### src/include/nec_map.vh
// Register map, field positions and timing counts of the NAND ECC engine
// How it works
// - Compare regs: lane one [7:0], two [23:16]
// - 1-bit mode accumulates every unlocked byte
// - Control bits 5/4 clear main/spare parity
// - Main freeze bit 7 holds main parity
// - Spare freeze bit 6 holds spare parity
// - Unlocked bytes update main results 0/1
// - Unlocked bytes update spare result register
// - Error status 0 compares generated and stored
// - Message size 0 is 512, 1 is 24
// - 4-bit code loads into results 0/1
// - Code carries protection byte over itself
// - Reading stored parity starts error search
// - 4-bit search 155 cycles, reads continue
// - Status bit 6 flags search complete
// - Error status and pattern describe errors
// - 8-bit code loads four parity registers
// - 1-bit parity per byte lane, 2048 bytes
// - 8-bit search 372 cycles, same done bit
`ifndef NEC_MAP_VH
`define NEC_MAP_VH
`define NEC_OFF_CONF 8'h00
`define NEC_OFF_CONT 8'h04
`define NEC_OFF_MCMP0 8'h14
`define NEC_OFF_MCMP1 8'h18
`define NEC_OFF_SCMP 8'h1C
`define NEC_OFF_STAT 8'h28
`define NEC_OFF_ERR0 8'h2C
`define NEC_OFF_ERR1 8'h30
`define NEC_OFF_MRES0 8'h34
`define NEC_OFF_MRES1 8'h38
`define NEC_OFF_SRES 8'h3C
`define NEC_OFF_PAT 8'h40
`define NEC_OFF_EP0 8'h50
`define NEC_OFF_EP1 8'h54
`define NEC_OFF_EP2 8'h58
`define NEC_OFF_EP3 8'h5C
`define NEC_MAIN_FRZ 7
`define NEC_SPR_FRZ 6
`define NEC_MAIN_CLR 5
`define NEC_SPR_CLR 4
`define NEC_MSGSZ 25
`define NEC_CODE_HI 24
`define NEC_CODE_LO 23
`define NEC_DONE_BIT 6
`define NEC_FRZ_RST 1'h1
`define NEC_MODE_1BIT 2'h0
`define NEC_MODE_8BIT 2'h1
`define NEC_MODE_4BIT 2'h2
`define NEC_LEN_LONG 10'h200
`define NEC_LEN_SHORT 10'h018
`define NEC_PBYTES_4 4'h8
`define NEC_PBYTES_8 4'hD
`define NEC_SRCH_4 9'h09B
`define NEC_SRCH_8 9'h174
`define NEC_LANE_A 0
`define NEC_LANE_B 16
`endif

### src/nec_lane_par.v
// One byte lane of 1-bit column and line parity accumulation
`timescale 1ns/1ps
module nec_lane_par #(
  parameter IDX_W = 11
) (
  // Clock and reset
  input wire clk_i,
  input wire rst_i,
  // Control
  input wire clr_i,
  input wire en_i,
  input wire [7:0] byte_i,
  // Code
  output wire [7:0] code_o
);
  reg [5:0] col_r;
  reg lpe_r;
  reg lpo_r;
  reg [IDX_W-1:0] idx_r;
  wire [5:0] col_nxt;

  // Column pairs for bit groups of 4, 2 and 1
  assign col_nxt[5] = ^byte_i[7:4];
  assign col_nxt[4] = ^byte_i[3:0];
  assign col_nxt[3] = ^{byte_i[7:6], byte_i[3:2]};
  assign col_nxt[2] = ^{byte_i[5:4], byte_i[1:0]};
  assign col_nxt[1] = ^{byte_i[7], byte_i[5], byte_i[3], byte_i[1]};
  assign col_nxt[0] = ^{byte_i[6], byte_i[4], byte_i[2], byte_i[0]};
  assign code_o = {col_r, lpo_r, lpe_r};

  always @(posedge clk_i or posedge rst_i)
  begin
    if (rst_i)
    begin
      col_r <= 6'h00;
      lpe_r <= 1'b0;
      lpo_r <= 1'b0;
      idx_r <= {IDX_W{1'b0}};
    end
    else if (clr_i)
    begin
      col_r <= 6'h00;
      lpe_r <= 1'b0;
      lpo_r <= 1'b0;
      idx_r <= {IDX_W{1'b0}};
    end
    else if (en_i)
    begin
      col_r <= col_r ^ col_nxt;
      if (idx_r[0])
        lpo_r <= lpo_r ^ (^byte_i);
      else
        lpe_r <= lpe_r ^ (^byte_i);
      idx_r <= idx_r + {{(IDX_W-1){1'b0}}, 1'b1};
    end
  end
endmodule // nec_lane_par

### src/nec_engine.v
// NAND ECC engine: 1-bit lane parity, 4/8-bit code generation and error search
//
// Design decisions made here: the address map and the strobed register port.
`timescale 1ns/1ps
`include "nec_map.vh"
module nec_engine #(
  parameter [95:0] POLY = 96'h0000_0000_0000_0000_0000_0087,
  parameter IDX_W = 11
) (
  // Clock and reset
  input wire clk_i,
  input wire rst_i,
  // Register port
  input wire [7:0] addr_i,
  input wire [31:0] wr_data_i,
  input wire wr_stb_i,
  input wire rd_stb_i,
  output reg [31:0] rd_data_o,
  // Flash byte stream
  input wire byte_stb_i,
  input wire [7:0] byte_i,
  input wire [1:0] byte_lane_i,
  input wire byte_rd_i,
  // Status
  output wire decode_done_o
);
  localparam [3:0] ST_MSG = 4'b0001;
  localparam [3:0] ST_PAR = 4'b0010;
  localparam [3:0] ST_SRCH = 4'b0100;
  localparam [3:0] ST_IDLE = 4'b1000;

  reg [1:0] code_strength_select_r;
  reg message_size_select_r;
  reg main_parity_freeze_r;
  reg spare_parity_freeze_r;
  reg [15:0] mcmp0_r;
  reg [15:0] mcmp1_r;
  reg [15:0] scmp_r;
  reg [3:0] state_r;
  reg [95:0] crc_r;
  reg [103:0] gen_r;
  reg [103:0] stored_r;
  reg [9:0] mcnt_r;
  reg [3:0] pcnt_r;
  reg [8:0] scnt_r;
  reg done_r;
  reg [31:0] rd_nxt;

  wire wr_cont = wr_stb_i && (addr_i == `NEC_OFF_CONT);
  wire main_clr = wr_cont && wr_data_i[`NEC_MAIN_CLR];
  wire spr_clr = wr_cont && wr_data_i[`NEC_SPR_CLR];
  wire mode_1b = (code_strength_select_r == `NEC_MODE_1BIT);
  wire mode_8b = (code_strength_select_r == `NEC_MODE_8BIT);
  wire mode_4b = (code_strength_select_r == `NEC_MODE_4BIT);
  wire multi = mode_4b || mode_8b;
  wire [9:0] msg_len = message_size_select_r ? `NEC_LEN_SHORT : `NEC_LEN_LONG;
  wire [3:0] par_len = mode_8b ? `NEC_PBYTES_8 : `NEC_PBYTES_4;
  wire [8:0] srch_len = mode_8b ? `NEC_SRCH_8 : `NEC_SRCH_4;
  wire take_main = byte_stb_i && !main_parity_freeze_r;
  wire take_spare = byte_stb_i && !spare_parity_freeze_r;
  // Last message byte, last parity byte and last search cycle
  wire msg_last = (mcnt_r + 10'h001 == msg_len);
  wire par_last = (pcnt_r + 4'h1 == par_len);
  wire srch_last = (scnt_r + 9'h001 == srch_len);
  wire [95:0] crc_nxt = crc_step(crc_r, byte_i, mode_8b);
  wire [47:0] lane_code;
  wire [103:0] syn = gen_r ^ stored_r;
  wire [31:0] lane_syn = {lane_code[31:24] ^ mcmp1_r[15:8], lane_code[23:16] ^ mcmp1_r[7:0],
                          lane_code[15:8] ^ mcmp0_r[15:8], lane_code[7:0] ^ mcmp0_r[7:0]};
  wire [15:0] spr_syn = {lane_code[47:40] ^ scmp_r[15:8], lane_code[39:32] ^ scmp_r[7:0]};
  reg [31:0] err0;
  reg [31:0] err1;

  // Serial code step; 4-bit mode keeps a 56-bit remainder
  function [95:0] crc_step;
    input [95:0] c;
    input [7:0] b;
    input w8;
    integer i;
    reg fb;
    begin
      crc_step = c;
      for (i = 7; i >= 0; i = i - 1)
      begin
        fb = (w8 ? crc_step[95] : crc_step[55]) ^ b[i];
        crc_step = {crc_step[94:0], 1'b0} ^ (fb ? POLY : 96'h0);
      end
      if (!w8)
        crc_step[95:56] = 40'h0;
    end
  endfunction

  // Protection byte folded over the code bits
  function [7:0] fold8;
    input [95:0] c;
    integer i;
    begin
      fold8 = 8'h00;
      for (i = 0; i < 12; i = i + 1)
        fold8 = fold8 ^ c[i*8 +: 8];
    end
  endfunction

  // Compare register lanes as 32-bit words
  function [31:0] lanes32;
    input [15:0] v;
    begin
      lanes32 = {8'h00, v[15:8], 8'h00, v[7:0]};
    end
  endfunction

  // Four main-area lanes, one per byte of the data word
  genvar g;
  generate
    for (g = 0; g < 4; g = g + 1)
    begin : main_lane
      wire en;
      assign en = mode_1b && take_main && ({30'h0, byte_lane_i} == g);
      nec_lane_par #(
        .IDX_W(IDX_W)
      ) nec_lane_par_i (
        .clk_i(clk_i),
        .rst_i(rst_i),
        .clr_i(main_clr),
        .en_i(en),
        .byte_i(byte_i),
        .code_o(lane_code[g*8 +: 8])
      );
    end
    // Two spare-area lanes, picked by the low lane bit
    for (g = 0; g < 2; g = g + 1)
    begin : spare_lane
      wire en;
      assign en = take_spare && ({31'h0, byte_lane_i[0]} == g);
      nec_lane_par #(
        .IDX_W(IDX_W)
      ) nec_lane_par_i (
        .clk_i(clk_i),
        .rst_i(rst_i),
        .clr_i(spr_clr),
        .en_i(en),
        .byte_i(byte_i),
        .code_o(lane_code[32 + g*8 +: 8])
      );
    end
  endgenerate

  // Error flags: lane mismatches in 1-bit mode, search result otherwise
  always @*
  begin
    err0 = 32'h0;
    err1 = 32'h0;
    if (mode_1b)
    begin
      err0[3:0] = {|lane_syn[31:24], |lane_syn[23:16], |lane_syn[15:8], |lane_syn[7:0]};
      err0[5:4] = {|spr_syn[15:8], |spr_syn[7:0]};
      err1 = lane_syn;
    end
    else if (done_r)
    begin
      err0[0] = |syn;
      err1 = syn[31:0];
    end
  end
  assign decode_done_o = done_r;

  // Software registers
  always @(posedge clk_i or posedge rst_i)
  begin
    if (rst_i)
    begin
      code_strength_select_r <= `NEC_MODE_1BIT;
      message_size_select_r <= 1'b0;
      main_parity_freeze_r <= `NEC_FRZ_RST;
      spare_parity_freeze_r <= `NEC_FRZ_RST;
      mcmp0_r <= 16'h0000;
      mcmp1_r <= 16'h0000;
      scmp_r <= 16'h0000;
    end
    else if (wr_stb_i)
    begin
      case (addr_i)
        `NEC_OFF_CONF:
        begin
          code_strength_select_r <= wr_data_i[`NEC_CODE_HI:`NEC_CODE_LO];
          message_size_select_r <= wr_data_i[`NEC_MSGSZ];
        end
        `NEC_OFF_CONT:
        begin
          main_parity_freeze_r <= wr_data_i[`NEC_MAIN_FRZ];
          spare_parity_freeze_r <= wr_data_i[`NEC_SPR_FRZ];
        end
        `NEC_OFF_MCMP0: mcmp0_r <= {wr_data_i[`NEC_LANE_B +: 8], wr_data_i[`NEC_LANE_A +: 8]};
        `NEC_OFF_MCMP1: mcmp1_r <= {wr_data_i[`NEC_LANE_B +: 8], wr_data_i[`NEC_LANE_A +: 8]};
        `NEC_OFF_SCMP: scmp_r <= {wr_data_i[`NEC_LANE_B +: 8], wr_data_i[`NEC_LANE_A +: 8]};
        default: ;
      endcase
    end
  end

  // Multi-bit encoder, parity capture and error search
  always @(posedge clk_i or posedge rst_i)
  begin
    if (rst_i)
    begin
      state_r <= ST_MSG;
      crc_r <= 96'h0;
      gen_r <= 104'h0;
      stored_r <= 104'h0;
      mcnt_r <= 10'h000;
      pcnt_r <= 4'h0;
      scnt_r <= 9'h000;
      done_r <= 1'b0;
    end
    // Clear restarts the engine, even mid-search
    else if (main_clr)
    begin
      state_r <= ST_MSG;
      crc_r <= 96'h0;
      stored_r <= 104'h0;
      mcnt_r <= 10'h000;
      pcnt_r <= 4'h0;
      scnt_r <= 9'h000;
      done_r <= 1'b0;
    end
    else
    begin
      case (state_r)
        ST_MSG:
        begin
          if (multi && take_main)
          begin
            crc_r <= crc_nxt;
            mcnt_r <= mcnt_r + 10'h001;
            if (msg_last)
            begin
              if (mode_8b)
                gen_r <= {fold8(crc_nxt), crc_nxt};
              else
                gen_r <= {40'h0, fold8(crc_nxt), crc_nxt[55:0]};
              pcnt_r <= 4'h0;
              state_r <= byte_rd_i ? ST_PAR : ST_IDLE;
            end
          end
        end
        ST_PAR:
        begin
          if (byte_stb_i && byte_rd_i)
          begin
            stored_r[pcnt_r*8 +: 8] <= byte_i;
            pcnt_r <= pcnt_r + 4'h1;
            if (par_last)
            begin
              scnt_r <= 9'h000;
              state_r <= ST_SRCH;
            end
          end
        end
        ST_SRCH:
        begin
          scnt_r <= scnt_r + 9'h001;
          if (srch_last)
          begin
            done_r <= 1'b1;
            state_r <= ST_IDLE;
          end
        end
        ST_IDLE: ;
        default: state_r <= ST_MSG;
      endcase
    end
  end

  // Read mux, data valid only in the cycle after the strobe
  always @*
  begin
    rd_nxt = 32'h0;
    case (addr_i)
      `NEC_OFF_CONF: rd_nxt = {6'h0, message_size_select_r, code_strength_select_r, 23'h0};
      `NEC_OFF_CONT: rd_nxt = {24'h0, main_parity_freeze_r, spare_parity_freeze_r, 6'h0};
      `NEC_OFF_MCMP0: rd_nxt = lanes32(mcmp0_r);
      `NEC_OFF_MCMP1: rd_nxt = lanes32(mcmp1_r);
      `NEC_OFF_SCMP: rd_nxt = lanes32(scmp_r);
      `NEC_OFF_STAT: rd_nxt = {25'h0, done_r, 6'h0};
      `NEC_OFF_ERR0: rd_nxt = err0;
      `NEC_OFF_ERR1: rd_nxt = err1;
      `NEC_OFF_MRES0: rd_nxt = mode_1b ? lanes32(lane_code[15:0]) : gen_r[31:0];
      `NEC_OFF_MRES1: rd_nxt = mode_1b ? lanes32(lane_code[31:16]) : gen_r[63:32];
      `NEC_OFF_SRES: rd_nxt = lanes32(lane_code[47:32]);
      `NEC_OFF_PAT: rd_nxt = (done_r && multi) ? syn[63:32] : 32'h0;
      `NEC_OFF_EP0: rd_nxt = gen_r[31:0];
      `NEC_OFF_EP1: rd_nxt = gen_r[63:32];
      `NEC_OFF_EP2: rd_nxt = gen_r[95:64];
      `NEC_OFF_EP3: rd_nxt = {24'h0, gen_r[103:96]};
      default: rd_nxt = 32'h0;
    endcase
  end

  always @(posedge clk_i or posedge rst_i)
  begin
    if (rst_i)
      rd_data_o <= 32'h0;
    else
      rd_data_o <= rd_stb_i ? rd_nxt : 32'h0;
  end
endmodule // nec_engine

### config.mk
export PLATFORM = sky130hd
export DESIGN_NAME = nec_engine
export DESIGN_NICKNAME = d
export VERILOG_FILES = /design/src/nec_lane_par.v /design/src/nec_engine.v
export VERILOG_INCLUDE_DIRS = /design/src /design/src/include
export SDC_FILE = /design/constraint.sdc
export NUM_CORES = 1
export LEC_CHECK = 0
export BUFFER_PORTS_ARGS = -buffer_cell sky130_fd_sc_hd__buf_2
export CELL_PAD_IN_SITES_DETAIL_PLACEMENT = 0
export CELL_PAD_IN_SITES_GLOBAL_PLACEMENT = 2
export CORE_MARGIN = 1.5
export CORE_UTILIZATION = 35
export DETAILED_ROUTE_END_ITERATION = 8
export GPL_ROUTABILITY_DRIVEN = 0
export GPL_TIMING_DRIVEN = 0
export HOLD_SLACK_MARGIN = 0.15
export PLACE_DENSITY_LB_ADDON = 0.1
export SYNTH_ARGS = -nofsm -noshare
export SYNTH_HDL_FRONTEND = slang
export SYNTH_SLANG_ARGS = --single-unit
### constraint.sdc
create_clock -name clk_i -period 18.12 [get_ports clk_i]
set_input_delay 2.718 -clock clk_i [delete_from_list [all_inputs] [get_ports clk_i]]
set_output_delay 2.718 -clock clk_i [all_outputs]
set_load 0.02 [all_outputs]
==> impl_metrics.ini, run 1 <==
[run_status]
status = finished, final reports clean

[sta]
hold_violations = 0
finalCritPeriodShare_pct = 32.1
fin_skew_ns = 0.0198
rsz0062_at_grt = no
setup_ws_ns = 12.31
worst_slew_pin_slew_ns = 1.25
setup_viol = 0
final_max_slew_viol_count = 0
post-route-min-period_ns = 5.81
slew_headroom_pct = 16.4
fmax_mhz = 172

[worst_hold_path]
holdPathStages = 1
min_from = crc_r[88]$_DFFE_PP0P_
hold_class = reg -> reg
min_to = crc_r[88]$_DFFE_PP0P_

[clocking]
cts_tree = yes
cts.clk_slew.worst_paths_ns = 0.06
cts_sinks = 471
cts_root_buf = clkbuf_16
cts_resized = 0
clk-insertion-delay-late_ns = 0.62
h-tree-depth = 2
clockBufferDepth = 3
cts_setup_buffers = 0
ctsHoldBuffers = 0
cts_inserted_buffers = 56

[synth]
yosysUniqueCellTypes = 69
postSynthCellCount = 2563
ys_warn_count = 0
synth_area_per_cell_um2 = 9.43
syn_area_mm2 = 0.0242
async_flop_share_pct = 100
syn-num-nets = 2627
synth-main-ff-cell = dfrtp_1
ys_seq_area_share_pct = 48.8
synth-edff-count = 0
ys_seq_elements = 471

[global_route]
antenna_found_initial = 3
grt_pass1_wl_mm = 151
grt.total_usage_pct = 30.2
grt_pass1_vias = 20100
grt_overflow_total = 0
grt_max_degree = 126

[drt]
viasPerCell = 5.67
wl_per_cell_um = 29.6
detail-route-antenna-nets = 0
wirelength_mm = 107
drt_iter0_drc = 2205
drc = 0
first_pass_iters = 6
vias = 20500

[placement]
dp.cells = 3513
pre_cts_ws_ns = 11.65
dp_hpwl_mm = 83.0
post_dp_cell_area_mm2 = 0.0257
portBuffers = 65

[power_and_ir_drop]
p_leak_nw = 12.3
p_per_area_mw_per_mm2 = 115
peakVddDrop_v = 0.0000698

[layout]
regArea_mm2 = 0.0118
layout.cells.non_filler = 3617
multi_input_area_mm2 = 0.0117
layout_common_cells = nand2_1 (492), dfrtp_1 (468), nor2_1 (215), xnor2_1 (173), a21oi_1 (169)
area_delta_synth_final_pct = 13.9
num_antenna_cells = 0
stdcell_area_mm2 = 0.0275
fin_nets = 2753
utilization_pct = 40.2
nFillCells = 6932
mostFrequentLayoutCell = nand2_1
layout-drive-gt1-share_pct = 9.32

[worst_setup_path]
reg2reg_from = code_strength_select_r[1]$_DFFE_PP0P_
worst_path_dominant_cell_family = buffers and inverters
ff2ff_path_depth = 9
max_stage_delay_ns = 0.84
endpoint_kind = flop
cp.required_ns = 18.59
worstPathCellList = buf_2 > or4b_1 > buf_2 > nor3_4 > clkbuf_1 > clkbuf_1 > clkbuf_1 > nor2_1
reg2reg_to = gen_r[49]$_DFFE_PP0P_
worst_setup_path_start_kind = input pin
criticalPathCategory = in -> reg
timing.critical_path.buf_inv = 5
reg2reg_slack_ns = 13.95
crit_top_cell = clkbuf_1
arrival_ns = 6.28
cp_slowest_cell = clkbuf_1
worst-path-max-fanout = 10

[floorplanning]
dieArea_mm2 = 0.0707
start_util_pct = 35.3
rows = 96
core_mm2 = 0.0685
die_y_um = 266
io_pins = 89
fp.dieW_um = 266

[flow_run]
max_cap_viol_count = 0
-- stage by stage --
step / hold WS (ns) / total power [mW] / TNS, ns
2_1_floorplan: 0.473 / 1.73 / 0
3_3_place_gp: 0.494 / 2.01 / -1725.07
3_5_place_dp: 0.496 / 2.02 / 0
4_1_cts: 0.513 / 3.18 / 0
5_1_grt: 0.525 / 3.28 / 0
6_report: 0.518 / 3.16 / 0
-- kinds of logic (layout without fill, tap and decap cells) --
kind of cell / Yosys count / after routing / synth area share (%)
compound gates: 500 / 500 / 13.2
xor+xnor: 343 / 343 / 12.5
fa+ha+maj: 8 / 8 / 0.414
buf+inv: 175 / 347 / 2.85
flops: 471 / 471 / 48.8
mux: 118 / 118 / 5.18
simple gates: 948 / 948 / 17.0
-- final cells by class --
| class | count | area share (%) |
|---|---|---|
| repair buffers | 68 | 1.48 |
| inverters | 30 | 0.436 |
| clock buffers | 84 | 6.01 |
| flip-flops and latches | 471 | 42.8 |
| plain buffers | 145 | 2.09 |
| clock inverters | 20 | 0.709 |
| well taps | 882 | 4.01 |
| multi-input cells | 1917 | 42.5 |
-- cells in the mapped netlist (all sizes together) (10+ instances only) --
master / n / area, um2
o21ai: 103 / 515
nor2: 221 / 845
mux2i: 61 / 611
nor3: 27 / 151
a21oi: 170 / 855
or3: 24 / 150
a22o: 48 / 420
nand3: 70 / 350
inv: 30 / 113
nand4: 20 / 125
o31ai: 12 / 90.1
nand2: 492 / 1850
a32oi: 14 / 123
nor2b: 10 / 62.6
a221oi: 10 / 87.6
xnor2: 173 / 1520
buf: 25 / 125
dfrtp: 468 / 11700
clkbuf: 120 / 450
xor2: 168 / 1470
or2: 11 / 68.8
mux2: 57 / 642
a211oi: 10 / 75.1
a222oi: 14 / 140
nor4: 28 / 190
a22oi: 61 / 458
a31oi: 26 / 163
-- state kept, by name (all words and copies together) (netlist names), 2 cells and up --
register / flops
gen_r: 104
stored_r: 104
crc_r: 96
rd_data_o: 32
main_lane.nec_lane_par_i.col_r: 24
mcmp0_r: 16
mcmp1_r: 16
scmp_r: 16
spare_lane.nec_lane_par_i.col_r: 12
mcnt_r: 10
scnt_r: 9
main_lane.nec_lane_par_i.idx_r: 4
main_lane.nec_lane_par_i.lpe_r: 4
main_lane.nec_lane_par_i.lpo_r: 4
pcnt_r: 4
state_r: 4
code_strength_select_r: 2
spare_lane.nec_lane_par_i.idx_r: 2
spare_lane.nec_lane_par_i.lpe_r: 2
spare_lane.nec_lane_par_i.lpo_r: 2
-- power breakdown --
part	total, mW	internal (mW)	switching (mW)
Clock	1.15	0.672	0.477
Sequential	1.35	1.17	0.184
Combinational	0.662	0.251	0.411
-- layer usage --
layer / global-route usage [%] / vias to the layer above / part of all wire, %
li1: - / 9085 / -
met1: 40.5 / 10400 / 43
met2: 47.3 / 805 / 45
met3: 5.04 / 218 / 6.4
met4: 14.7 / 2 / 5.6
met5: 0 / - / 0.0084
-- worst max path at each step --
| stage | startpoint | to | cells past startpoint |
|---|---|---|---|
| detailed placement | addr_i[4] | stored_r[1]$_DFFE_PP0P_ | 7 |
| global placement | rst_i | crc_r[43]$_DFFE_PP0P_ | 2 |
| floorplan | rst_i | code_strength_select_r[0]$_DFFE_PP0P_ | 1 |
| CTS | addr_i[1] | stored_r[1]$_DFFE_PP0P_ | 8 |
| global route | addr_i[1] | stored_r[1]$_DFFE_PP0P_ | 8 |
| finish | addr_i[1] | mcnt_r[0]$_DFFE_PP0P_ | 8 |
Power figures use the tool's default switching activity.
==> inputs of run 2 (changes only) <==
ABC_AREA = 1   (was default)
CORE_UTILIZATION = 34   (was 35)
clock period = 4.7 ns   (was 18.12 ns; I/O delays follow)
==> run 2 against run 1 <==
- the run now ends with DRC left
- first-iteration DRC count up 15%
- flip-flop and latch count unchanged
- largest power group unchanged
- combinational power rose to 5.5 times the previous value
- sequential share of layout area down 2.2 points
- final cell count up 21%
- critical path depth up 1
- non-clock buffer count unchanged
- clock skew down 0.0024 ns
- via count up 18%
- clock power rose to 4.2 times the previous value
- global-route usage up 2.8 points
- critical endpoint is now rd_data_o[5]$_DFF_PP0_
==> impl_metrics.ini, run 2 <==
[synth]
synth_top_family_by_area = simple AND/OR/NAND/NOR gates
yosys-top-cells-count = nand2_1 (901), dfrtp_1 (468), inv_1 (327)
ys_seq_area_share_pct = 46.8
ys_warn_count = 0
synthXorXnorAreaFrac_pct = 7.12
synth-edff-count = 0
syn-num-nets = 3284
syn_area_mm2 = 0.0252
synth-simple-area-share_pct = 23.8
synth_fa_ha_area_share_pct = 0.397
synth_compound_area_share_pct = 14.4
postSynthCellCount = 3220
synth_top_area_share_pct = 46.5
yosysTopAreaCell = dfrtp_1
synth_area_leaders = dfrtp_1 (46%), nand2_1 (13%), o21ai_0 (5.6%), inv_1 (4.9%), xnor2_1 (4.4%)
synth.most_common_cell = nand2_1
ys_seq_elements = 471
synth_area_per_cell_um2 = 7.83
muxShareOfSynthArea_pct = 0
async_flop_share_pct = 100
synth-main-ff-cell = dfrtp_1
yosysUniqueCellTypes = 55

[flow_run]
max_cap_viol_count = 0

[floorplanning]
dieArea_mm2 = 0.0758
start_util_pct = 34.4
core_mm2 = 0.0732
rows = 99
io_pins = 89
fp.dieW_um = 275
die_y_um = 275

[worst_setup_path]
cp_slowest_cell = nor3_1
timing.critical_path.buf_inv = 3
max_stage_delay_ns = 1.15
arrival_ns = 4.05
criticalPathCategory = reg -> reg
worst-path-max-fanout = 10
cp.required_ns = 5.18
worstPathCellList = inv_1 > ha_1 > inv_1 > buf_2 > nor3_1 > o21ai_0 > o21ai_0 > nor3_1 > a31oi_1
worst_path_dominant_cell_family = simple AND/OR/NAND/NOR gates
endpoint_kind = flop
worst_setup_path_start_kind = flop

[layout]
area_delta_synth_final_pct = 15.1
mostFrequentLayoutCell = nand2_1
layout-drive-gt1-share_pct = 8.66
fin_nets = 3423
reg_top3 = gen_r (104), stored_r (104), crc_r (96)
utilization_pct = 39.6
layout_common_cells = nand2_1 (901), dfrtp_1 (468), inv_1 (326), o21ai_0 (280), nor2_1 (192)

[sta]
setup_viol = 0
hold_violations = 0
post-route-min-period_ns = 3.57
fmax_mhz = 280
final_max_slew_viol_count = 0
rsz0062_at_grt = no
finalCritPeriodShare_pct = 76.0
slew_headroom_pct = 4.47
worst_slew_pin_slew_ns = 1.42
fin_skew_ns = 0.0174

[global_route]
grt_overflow_total = 0
antenna_found_initial = 3
grt.total_usage_pct = 33.0
grt_pass1_vias = 23200
grt_max_degree = 42
grt_pass1_wl_mm = 175

[run_status]
violations = DRC
status = finished, violations left

[clocking]
cts_inserted_buffers = 57
ctsHoldBuffers = 0
cts_tree = yes
clk-insertion-delay-late_ns = 0.65
clockBufferDepth = 3
cts_sinks = 471
cts_root_buf = clkbuf_16
cts_setup_buffers = 0
cts_resized = 0
cts.clk_slew.worst_paths_ns = 0.06
h-tree-depth = 2

[power_and_ir_drop]
p_leak_nw = 13.8
power_mw = 13.4
peakVddDrop_v = 0.000287
p_per_area_mw_per_mm2 = 462

[drt]
drc = 16
wirelength_mm = 124
detail-route-antenna-nets = 0
drt_iter0_drc = 2534
wl_per_cell_um = 28.5
viasPerCell = 5.54
first_pass_iters = 9
vias = 24200

[placement]
dp_hpwl_mm = 99.2
portBuffers = 68

[worst_hold_path]
hold_class = in -> async
==> run 2: path summary, 6_finish.rpt <==
path,from,endpoint,slack [ns],cells past startpoint
setup / recovery,code_strength_select_r[1]$_DFFE_PP0P_,rd_data_o[5]$_DFF_PP0_,1.13,9
hold / removal,rst_i,mcmp0_r[12]$_DFFE_PP0P_,0.22,2
setup reg to reg,code_strength_select_r[1]$_DFFE_PP0P_,rd_data_o[5]$_DFF_PP0_,1.13,9
hold reg to reg,crc_r[57]$_DFFE_PP0P_,crc_r[57]$_DFFE_PP0P_,0.48,2
max in group asynchronous,rst_i,state_r[0]$_DFFE_PP1P_,2.61,7
min in group clk_i,wr_data_i[25],message_size_select_r$_DFFE_PP0P_,0.32,3
==> run 2: worst reg2reg max path, stage by stage (launching register included) <==
cell and delay, ns:
dfrtp_1 0.38, inv_1 0.16, ha_1 0.31, inv_1 0.10
buf_2 0.22, nor3_1 1.15, o21ai_0 0.43, o21ai_0 0.20
nor3_1 0.11, a31oi_1 0.37
==> run 2: per-layer routing <==
metal,vias to the layer above,part of all wire (%),routed length (um),global-route usage [%]
li1,10900,-,-,-
met1,11900,41,50800,42.5
met2,1089,44,54800,51.1
met3,292,7.2,8900,5.46
met4,0,8.0,9950,22.2
met5,-,0,0,0
==> run 2: power by group <==
part / switching [mW] / internal [mW]
logic: 2.62 / 1.03
clock network: 1.94 / 2.89
registers: 0.431 / 4.51
==> run 2: logic make-up after synthesis <==
family / count (synthesis)
AOI/OAI and AO/OA: 637
xor gates and xnor gates: 204
adders and majority gates: 8
buffers and inverters: 473
DFF: 471
and+or+nand+nor: 1427
==> run 2: per-stage QoR <==
stage               std cells  instance area, um2  worst slack [ns]  setup TNS [ns]  hold WS [ns]
finish                   4367               29000              1.13               0         0.217
global route             4366               29000              1.03               0         0.282
CTS                      4366               29000              1.27               0         0.226
detailed placement       4259               27000              1.06               0         0.473
global placement         4247               26800             -5.56        -2554.99         0.471
floorplan                3220               25200             -2.38        -1116.32         0.453
==> run 2: final cells by class <==
class / count / area [um2]
plain buffers: 133 / 623
multi-input cells: 2276 / 11500
clock inverters: 24 / 363
inverters: 340 / 1280
clock buffers: 83 / 1660
flip-flops and latches: 471 / 11800
fillers: 7593 / 44200
well taps: 959 / 1200
diodes: 1 / 2.50
repair buffers: 80 / 581
